[config.mk]
export PLATFORM = sky130hd
export DESIGN_NAME = tsc_capture
export DESIGN_NICKNAME = d
export VERILOG_FILES = /design/src/tsc_pkg.sv /design/src/tsc_capture.sv /design/src/tsc_tick_div.sv
export SDC_FILE = /design/constraint.sdc
export NUM_CORES = 1
export LEC_CHECK = 0
export BUFFER_PORTS_ARGS = -buffer_cell sky130_fd_sc_hd__buf_2
export CAP_MARGIN = 20
export CELL_PAD_IN_SITES_DETAIL_PLACEMENT = 0
export CELL_PAD_IN_SITES_GLOBAL_PLACEMENT = 1
export CORE_AREA = 3 3 210 212
export DETAILED_ROUTE_END_ITERATION = 16
export DIE_AREA = 0 0 213 215
export GPL_ROUTABILITY_DRIVEN = 0
export GPL_TIMING_DRIVEN = 0
export PLACE_DENSITY_LB_ADDON = 0.1
export SETUP_SLACK_MARGIN = 0.2
export SLEW_MARGIN = 40
export SYNTH_ARGS = -nofsm -noshare
export SYNTH_HDL_FRONTEND = slang
export SYNTH_HIERARCHICAL = 1
export SYNTH_SLANG_ARGS = --single-unit
[constraint.sdc]
create_clock -name core_clk_i -period 11.51 [get_ports core_clk_i]
set_input_delay 2.302 -clock core_clk_i [delete_from_list [all_inputs] [get_ports core_clk_i]]
set_output_delay 2.302 -clock core_clk_i [all_outputs]
set_load 0.01 [all_outputs]
[src/tsc_pkg.sv]
// Package for the receive-port timestamp capture unit: map, fields, timing
package tsc_pkg;
    // ==========================================================
    // Register offsets
    localparam logic [7:0] CAPTURE_CONFIG_OFS = 8'h25;
    localparam logic [7:0] CAPTURE_CONTROL_OFS = 8'h26;
    localparam logic [7:0] LINE_UPPER_OFS = 8'h27;
    localparam logic [7:0] LINE_LOWER_OFS = 8'h28;
    localparam logic [7:0] CAPTURE_STATUS_OFS = 8'h29;
    localparam logic [7:0] STAMP_BASE_OFS = 8'h2a;
    localparam logic [7:0] STAMP_LAST_OFS = 8'h31;

    // ==========================================================
    // Field positions
    localparam int EDGE_SEL_BIT = 6;
    localparam int TICK_SEL_LSB = 4;
    localparam int READY_ALL_BIT = 3;
    localparam int FREE_RUN_BIT = 1;
    localparam int CAP_POINT_BIT = 0;
    localparam int HOLD_BIT = 4;
    localparam int READY_FLAG_BIT = 4;
    localparam int NUM_PORTS = 4;

    // ==========================================================
    // Reset values
    localparam logic [7:0] CONFIG_RESET = 8'h00;
    localparam logic [7:0] CONTROL_RESET = 8'h00;
    localparam logic [15:0] LINE_RESET = 16'h0000;

    // ==========================================================
    // Timing
    localparam int CLK_PERIOD_NS = 20;
    localparam int TICK0_NS = 40;
    localparam int TICK1_NS = 80;
    localparam int TICK2_NS = 160;
    localparam int TICK3_US = 1;
    localparam int TICK0_CYC = TICK0_NS / CLK_PERIOD_NS;
    localparam int TICK1_CYC = TICK1_NS / CLK_PERIOD_NS;
    localparam int TICK2_CYC = TICK2_NS / CLK_PERIOD_NS;
    localparam int TICK3_CYC = TICK3_US * 1000 / CLK_PERIOD_NS;

    // ==========================================================
    // Carriers
    typedef struct packed {
        logic edge_sel;
        logic [1:0] tick_sel;
        logic ready_all;
        logic free_run;
        logic cap_point;
    } tsc_cfg_t;

    typedef struct packed {
        logic hold;
        logic [3:0] enable;
    } tsc_ctl_t;
endpackage

[src/tsc_capture.sv]
// Receive-port timestamp capture unit with its register port
// Function
// - Config bit picks frame sync rising/falling edge
// - Two-bit field picks 40/80/160 ns, 1 us tick
// - Ready-all bit: ready once all enabled ports captured
// - Free-run bit: frame-sync paced or free running
// - Capture-point bit: line start or frame start
// - Hold bit freezes stamps, clears ready at once
// - Per-port enable bits gate port capture
// - Read-only ready flag, cleared by hold
// - Read-only valid flag per port
// - 16-bit line number: capture line, free-run gate
// - 16-bit stamp per port, upper/lower bytes
`timescale 1ns/1ps
module tsc_capture #(
    parameter int NUM_PORTS = tsc_pkg::NUM_PORTS,
    parameter int STAMP_W = 16
) (
    // Clock and reset
    input wire logic core_clk_i,
    input wire logic rst_i,
    // Register port
    input wire logic [7:0] reg_addr_i,
    input wire logic reg_wr_i,
    input wire logic reg_rd_i,
    input wire logic [7:0] reg_wdata_i,
    output logic [7:0] reg_rdata_o,
    // Video timing
    input wire logic frame_sync_i,
    input wire logic [NUM_PORTS-1:0] line_start_i,
    input wire logic [NUM_PORTS-1:0] frame_start_i,
    // Status
    output logic captures_ready_o
);
    // ==========================================================
    // State
    tsc_pkg::tsc_cfg_t cfg_q, cfg_d;
    tsc_pkg::tsc_ctl_t ctl_q, ctl_d;
    logic [15:0] line_no_q, line_no_d;
    logic [STAMP_W-1:0] counter_q, counter_d;
    logic [STAMP_W-1:0] stamp_q [NUM_PORTS], stamp_d [NUM_PORTS];
    logic [15:0] line_cnt_q [NUM_PORTS], line_cnt_d [NUM_PORTS];
    logic [NUM_PORTS-1:0] gate_q, gate_d;
    logic [NUM_PORTS-1:0] valid_q, valid_d;
    logic ready_q, ready_d;
    logic fs_prev_q;
    logic armed_q, armed_d;
    logic [7:0] rdata_q, rdata_d;
    logic tick;
    logic fs_edge;
    logic all_valid;

    tsc_tick_div u_tick (
        .core_clk_i(core_clk_i),
        .rst_i(rst_i),
        .tick_sel_i(cfg_q.tick_sel),
        .tick_o(tick)
    );

    // ==========================================================
    // Frame sync edge and round completion
    always_comb begin
        fs_edge = cfg_q.edge_sel ? (fs_prev_q & ~frame_sync_i)
                                 : (~fs_prev_q & frame_sync_i);
        all_valid = (ctl_q.enable != 4'h0) && ((valid_q & ctl_q.enable) == ctl_q.enable);
    end

    // ==========================================================
    // Register writes and reads
    always_comb begin
        cfg_d = cfg_q;
        ctl_d = ctl_q;
        line_no_d = line_no_q;
        rdata_d = rdata_q;
        if (reg_wr_i) begin
            unique case (reg_addr_i)
                tsc_pkg::CAPTURE_CONFIG_OFS: begin
                    cfg_d.edge_sel = reg_wdata_i[tsc_pkg::EDGE_SEL_BIT];
                    cfg_d.tick_sel = reg_wdata_i[tsc_pkg::TICK_SEL_LSB +: 2];
                    cfg_d.ready_all = reg_wdata_i[tsc_pkg::READY_ALL_BIT];
                    cfg_d.free_run = reg_wdata_i[tsc_pkg::FREE_RUN_BIT];
                    cfg_d.cap_point = reg_wdata_i[tsc_pkg::CAP_POINT_BIT];
                end
                tsc_pkg::CAPTURE_CONTROL_OFS: begin
                    ctl_d.hold = reg_wdata_i[tsc_pkg::HOLD_BIT];
                    ctl_d.enable = reg_wdata_i[3:0];
                end
                tsc_pkg::LINE_UPPER_OFS: line_no_d[15:8] = reg_wdata_i;
                tsc_pkg::LINE_LOWER_OFS: line_no_d[7:0] = reg_wdata_i;
                default: ;
            endcase
        end
        if (reg_rd_i) begin
            rdata_d = 8'h00;
            unique case (reg_addr_i)
                tsc_pkg::CAPTURE_CONFIG_OFS:
                    rdata_d = {1'b0, cfg_q.edge_sel, cfg_q.tick_sel, cfg_q.ready_all,
                               1'b0, cfg_q.free_run, cfg_q.cap_point};
                tsc_pkg::CAPTURE_CONTROL_OFS: rdata_d = {3'h0, ctl_q.hold, ctl_q.enable};
                tsc_pkg::LINE_UPPER_OFS: rdata_d = line_no_q[15:8];
                tsc_pkg::LINE_LOWER_OFS: rdata_d = line_no_q[7:0];
                tsc_pkg::CAPTURE_STATUS_OFS: rdata_d = {3'h0, ready_q, valid_q};
                default: begin
                    // Stamps: even offset upper byte, odd offset lower byte
                    if (reg_addr_i >= tsc_pkg::STAMP_BASE_OFS
                            && reg_addr_i <= tsc_pkg::STAMP_LAST_OFS) begin
                        logic [7:0] rel;
                        rel = reg_addr_i - tsc_pkg::STAMP_BASE_OFS;
                        rdata_d = rel[0] ? stamp_q[rel[2:1]][7:0]
                                         : stamp_q[rel[2:1]][15:8];
                    end
                end
            endcase
        end
    end

    // ==========================================================
    // Counter, capture and ready
    always_comb begin
        counter_d = tick ? counter_q + 16'h0001 : counter_q;
        stamp_d = stamp_q;
        line_cnt_d = line_cnt_q;
        gate_d = gate_q;
        valid_d = valid_q;
        ready_d = ready_q;
        armed_d = armed_q;
        // Frame sync pacing opens a fresh round on each active edge while hold is clear
        if (!cfg_q.free_run && fs_edge && !ctl_q.hold) begin
            armed_d = 1'b1;
            valid_d = '0;
            ready_d = !cfg_q.ready_all && all_valid;
        end
        for (int p = 0; p < NUM_PORTS; p++) begin
            logic evt;
            logic hit;
            evt = 1'b0;
            hit = line_start_i[p] && (line_cnt_q[p] + 16'h0001 == line_no_q);
            if (frame_start_i[p]) begin
                line_cnt_d[p] = 16'h0000;
            end else if (line_start_i[p]) begin
                line_cnt_d[p] = line_cnt_q[p] + 16'h0001;
            end
            if (hit) begin
                gate_d[p] = 1'b1;
            end
            if (cfg_q.cap_point) begin
                evt = frame_start_i[p] && (!cfg_q.free_run || gate_q[p]);
            end else begin
                evt = hit;
            end
            // Free run recaptures every event; paced mode once per round
            if (evt && ctl_q.enable[p] && !ctl_q.hold
                    && (cfg_q.free_run || (armed_q && !valid_q[p]))) begin
                stamp_d[p] = counter_q;
                valid_d[p] = 1'b1;
                gate_d[p] = 1'b0;
            end
        end
        if (cfg_q.ready_all && all_valid) begin
            ready_d = 1'b1;
        end else if (cfg_q.free_run && all_valid) begin
            ready_d = 1'b1;
        end
        // Hold drops ready and keeps it low until released
        if (ctl_q.hold || ctl_d.hold) begin
            ready_d = 1'b0;
        end
    end

    // ==========================================================
    // Registers
    always_ff @(posedge core_clk_i or posedge rst_i) begin
        if (rst_i) begin
            cfg_q <= tsc_pkg::tsc_cfg_t'(6'h00);
            ctl_q <= tsc_pkg::tsc_ctl_t'(5'h00);
            line_no_q <= tsc_pkg::LINE_RESET;
            counter_q <= '0;
            for (int p = 0; p < NUM_PORTS; p++) begin
                stamp_q[p] <= '0;
                line_cnt_q[p] <= 16'h0000;
            end
            gate_q <= '0;
            valid_q <= '0;
            ready_q <= 1'b0;
            fs_prev_q <= 1'b0;
            armed_q <= 1'b0;
            rdata_q <= 8'h00;
        end else begin
            cfg_q <= cfg_d;
            ctl_q <= ctl_d;
            line_no_q <= line_no_d;
            counter_q <= counter_d;
            stamp_q <= stamp_d;
            line_cnt_q <= line_cnt_d;
            gate_q <= gate_d;
            valid_q <= valid_d;
            ready_q <= ready_d;
            fs_prev_q <= frame_sync_i;
            armed_q <= armed_d;
            rdata_q <= rdata_d;
        end
    end

    assign reg_rdata_o = rdata_q;
    assign captures_ready_o = ready_q;
endmodule

[src/tsc_tick_div.sv]
// Divider producing one enable pulse per selected timestamp tick
`timescale 1ns/1ps
module tsc_tick_div (
    // Clock and reset
    input wire logic core_clk_i,
    input wire logic rst_i,
    // Resolution select
    input wire logic [1:0] tick_sel_i,
    // Tick enable
    output logic tick_o
);
    // ==========================================================
    // Tick length lookup
    function automatic logic [5:0] tick_len(input logic [1:0] sel);
        unique case (sel)
            2'h0: tick_len = 6'(tsc_pkg::TICK0_CYC);
            2'h1: tick_len = 6'(tsc_pkg::TICK1_CYC);
            2'h2: tick_len = 6'(tsc_pkg::TICK2_CYC);
            2'h3: tick_len = 6'(tsc_pkg::TICK3_CYC);
        endcase
    endfunction

    logic [5:0] cnt_q, cnt_d;
    logic tick_q, tick_d;

    // ==========================================================
    // Count
    always_comb begin
        tick_d = 1'b0;
        cnt_d = cnt_q + 6'h01;
        // Reselecting mid-count just shortens or stretches one tick
        if (cnt_q >= tick_len(tick_sel_i) - 6'h01) begin
            cnt_d = 6'h00;
            tick_d = 1'b1;
        end
    end

    always_ff @(posedge core_clk_i or posedge rst_i) begin
        if (rst_i) begin
            cnt_q <= 6'h00;
            tick_q <= 1'b0;
        end else begin
            cnt_q <= cnt_d;
            tick_q <= tick_d;
        end
    end

    assign tick_o = tick_q;
endmodule
==> results.cfg <==
[worst_setup_path]
worst_setup_path_start_kind = primary input
reg2reg_slack_ns = 8.13
path_max_fanout = 10
r2r_start = line_cnt_q[49]
r2r-end = stamp_q[53]
r2r_cells = 10
endpoint_kind = flip-flop
required_ns = 11.89
path_class = primary input to flip-flop
arrival_ns = 4.73

[layout]
layout-drive-gt1-share = 0.1546
syn2layout_area_growth_pct = 11.87
n_antenna_cell = 0
fin_cells = 1949
final_nets = 1440
nFillCells = 4351

[detailed_routing]
wire_per_inst_um = 21.00
drc = 0
postRouteAntennaNets = 0
post_drt_via_cell_ratio = 5.245
vias = 10220
drt_pre_antenna_iters = 5
totalWireLength_um = 40940
drtIter0Drc = 680

[worst_hold_path]
hold_end = gate_q[2]
worstHoldPathType = flip-flop to flip-flop
min_delay_path_depth = 1
min_from = gate_q[2]

[sta]
hold_slack_ns = 0.4924
drv_slew = 0
post-route-period-util = 0.3776
finClkSkew_ns = 0.01700
layout_min_cycle_time_ns = 4.346
timing.final.ws_setup_ns = 7.164
relSlewSlack = 0.4345
fin_tns_setup_ns = 0
worstMarginPinSlew_ns = 0.8483
setup_violations = 0
rsz0062_at_grt = false
fmax_ghz = 0.2301
hold_violations = 0

[cts]
clock-sinks = 197
htreeDepth = 4
clk_latency_ns = 0.50
cts_root_buf = clkbuf_16
tritoncts = built
cts_made_buffers = 17
cts_buffer_depth = 2
cts_setup_buffers = 0
hold_buffers = 0
cts_resized = 0
clkTransAtPathRegs_ns = 0.08

[synthesis]
syn_nets = 1387
yosys_warnings = 6
synth_top_area_cell = dfrtp_1
synth-main-ff-cell = dfrtp_1
synth_seq_area_share = 0.3901
netlist_instances = 1344
synthTopCellsByArea = dfrtp_1 39%, xnor2_1 6.0%, mux2_2 4.8%
synthDominantCellAreaShare = 0.3901
ys_seq_elements = 197
async_flop_share = 1.000
synth.distinct_cells = 85
syn-cell-area_mm2 = 0.01264
synth-edff-count = 0
syn-mean-instance-area_um2 = 9.404

[placed_design]
place_hpwl_um = 30550
post-place-ws_ns = 6.608
placed_cells = 1917
io_buffers = 32

[floorplan]
rows = 75
chipHeight_um = 215
start_util = 0.3000
ios = 38
core_mm2 = 0.04213
die_x_um = 213
die_area_mm2 = 0.04580

[global_routing]
overflow = 0
grt_use_met3 = 0.02858
grt_pass1_wl_um = 64060
use_met1 = 0.2791
antenna_found_initial = 0
grt-busiest-layer = met1
grt_pass1_vias = 10110
use_met2 = 0.2730
grt_max_degree = 71
grt_usage = 0.1856

[pwr]
p_sw_w = 0.0005439
irDropWorstVdd_mv = 0.09325
p_int_w = 0.001123
power-per-cell-area_mw_per_mm2 = 117.9
switching_share = 0.3264
p_seq_frac = 0.464
leakage_nw = 5.775
comb_power_share = 0.167
clock_power_share = 0.368

[outcome]
status = finished, final reports clean

[flow_run]
maxCapViolCount = 0
## power by group through the flow
stage                     Clock (W)  Combinational (W)  Sequential, W
after floorplan                   0           0.000198       0.000769
after global placement            0           0.000279       0.000787
after detailed placement          0           0.000284       0.000788
after CTS                  0.000643           0.000285       0.000774
after global routing       0.000667           0.000314       0.000780
final                      0.000614           0.000279       0.000774
## cells in the mapped netlist (all sizes together) (16+ instances only)
library cell / n
o21ai: 36
or3: 19
xor2: 63
nor2: 127
o211ai: 23
nand3: 45
o311ai: 34
mux4: 16
mux2: 63
nor4: 17
nand2: 131
dfrtp: 197
clkbuf: 76
nor3: 16
o31ai: 36
nand4: 54
a31oi: 42
buf: 37
inv: 42
a21oi: 36
xnor2: 87
## sequential cells by signal (all words and copies together) (netlist names), 5 cells and up
name          count
stamp_q          64
ctl_q             5
cfg_q             6
reg_rdata_o       8
line_no_q        16
counter_q        16
line_cnt_q       64
u_tick/cnt_q      6
## cells by family after synthesis
logic type / share of synthesized area
AND/OR/NAND/NOR: 0.1953
XOR/XNOR: 0.1040
multiplexers: 0.09653
buffers and inverters: 0.05286
adder cells (fa/ha/maj): 0.01386
flip-flops: 0.3901
AO/OA/AOI/OAI: 0.1474
## cell usage in the layout (no fill, tap or decap), types with 16 or more instances in the layout
cell type  instances
a31oi_1           42
dfrtp_1          197
or3_1             18
clkbuf_1          73
inv_1             41
xor2_1            63
mux4_2            16
nand2_1          131
o211ai_1          22
nor2_1           126
buf_2             57
o31ai_1           36
a21oi_1           34
nand3_1           41
nand4_1           52
clkbuf_16         17
o21ai_0           34
xnor2_1           87
nor3_1            16
mux2_2            54
## final cells by class
cell class                      instances  area, um2  area share
Tap cell                              539      674.4     0.04770
Timing Repair Buffer                   34      215.2     0.01522
Sequential cell                       197       4930      0.3487
Inverter                               43      168.9     0.01195
Clock inverter                         15      161.4     0.01142
Clock buffer                           17      425.4     0.03009
Buffer                                113      510.5     0.03611
Multi-Input combinational cell        991       7053      0.4988
## per-layer routing
metal,routed length (um),part of all wire
met1,20800,0.51
met2,17980,0.44
met3,1420,0.035
met4,738,0.018
met5,0,0
## how the worst max path moves through the flow
| stage | slack (ns) | end | from |
|---|---|---|---|
| global placement | 0.98 | line_cnt_q[16] | rst_i |
| detailed placement | 6.61 | reg_rdata_o[5] | reg_addr_i[2] |
| global route | 7.00 | ctl_q[4] | reg_addr_i[6] |
| floorplan | 4.04 | armed_q | rst_i |
| CTS | 7.17 | reg_rdata_o[5] | reg_addr_i[2] |
| finish | 7.16 | ctl_q[3] | reg_addr_i[6] |
## worst max-delay path: stages
cell	delay (ns)
buf_2	0.09
or3b_2	0.51
nor4b_2	0.47
and2_1	0.23
buf_2	0.25
nand2_1	0.08
nor2_1	0.40
mux2_2	0.39
## per-stage QoR
step,util,area (um2),total power [W]
global route,0.3356,14140,0.001760
finish,0.3356,14140,0.001666
CTS,0.3355,14140,0.001702
floorplan,-,12640,0.0009676
global placement,0.3198,13470,0.001066
detailed placement,0.3216,13550,0.001071
Power figures use the tool's default switching activity.
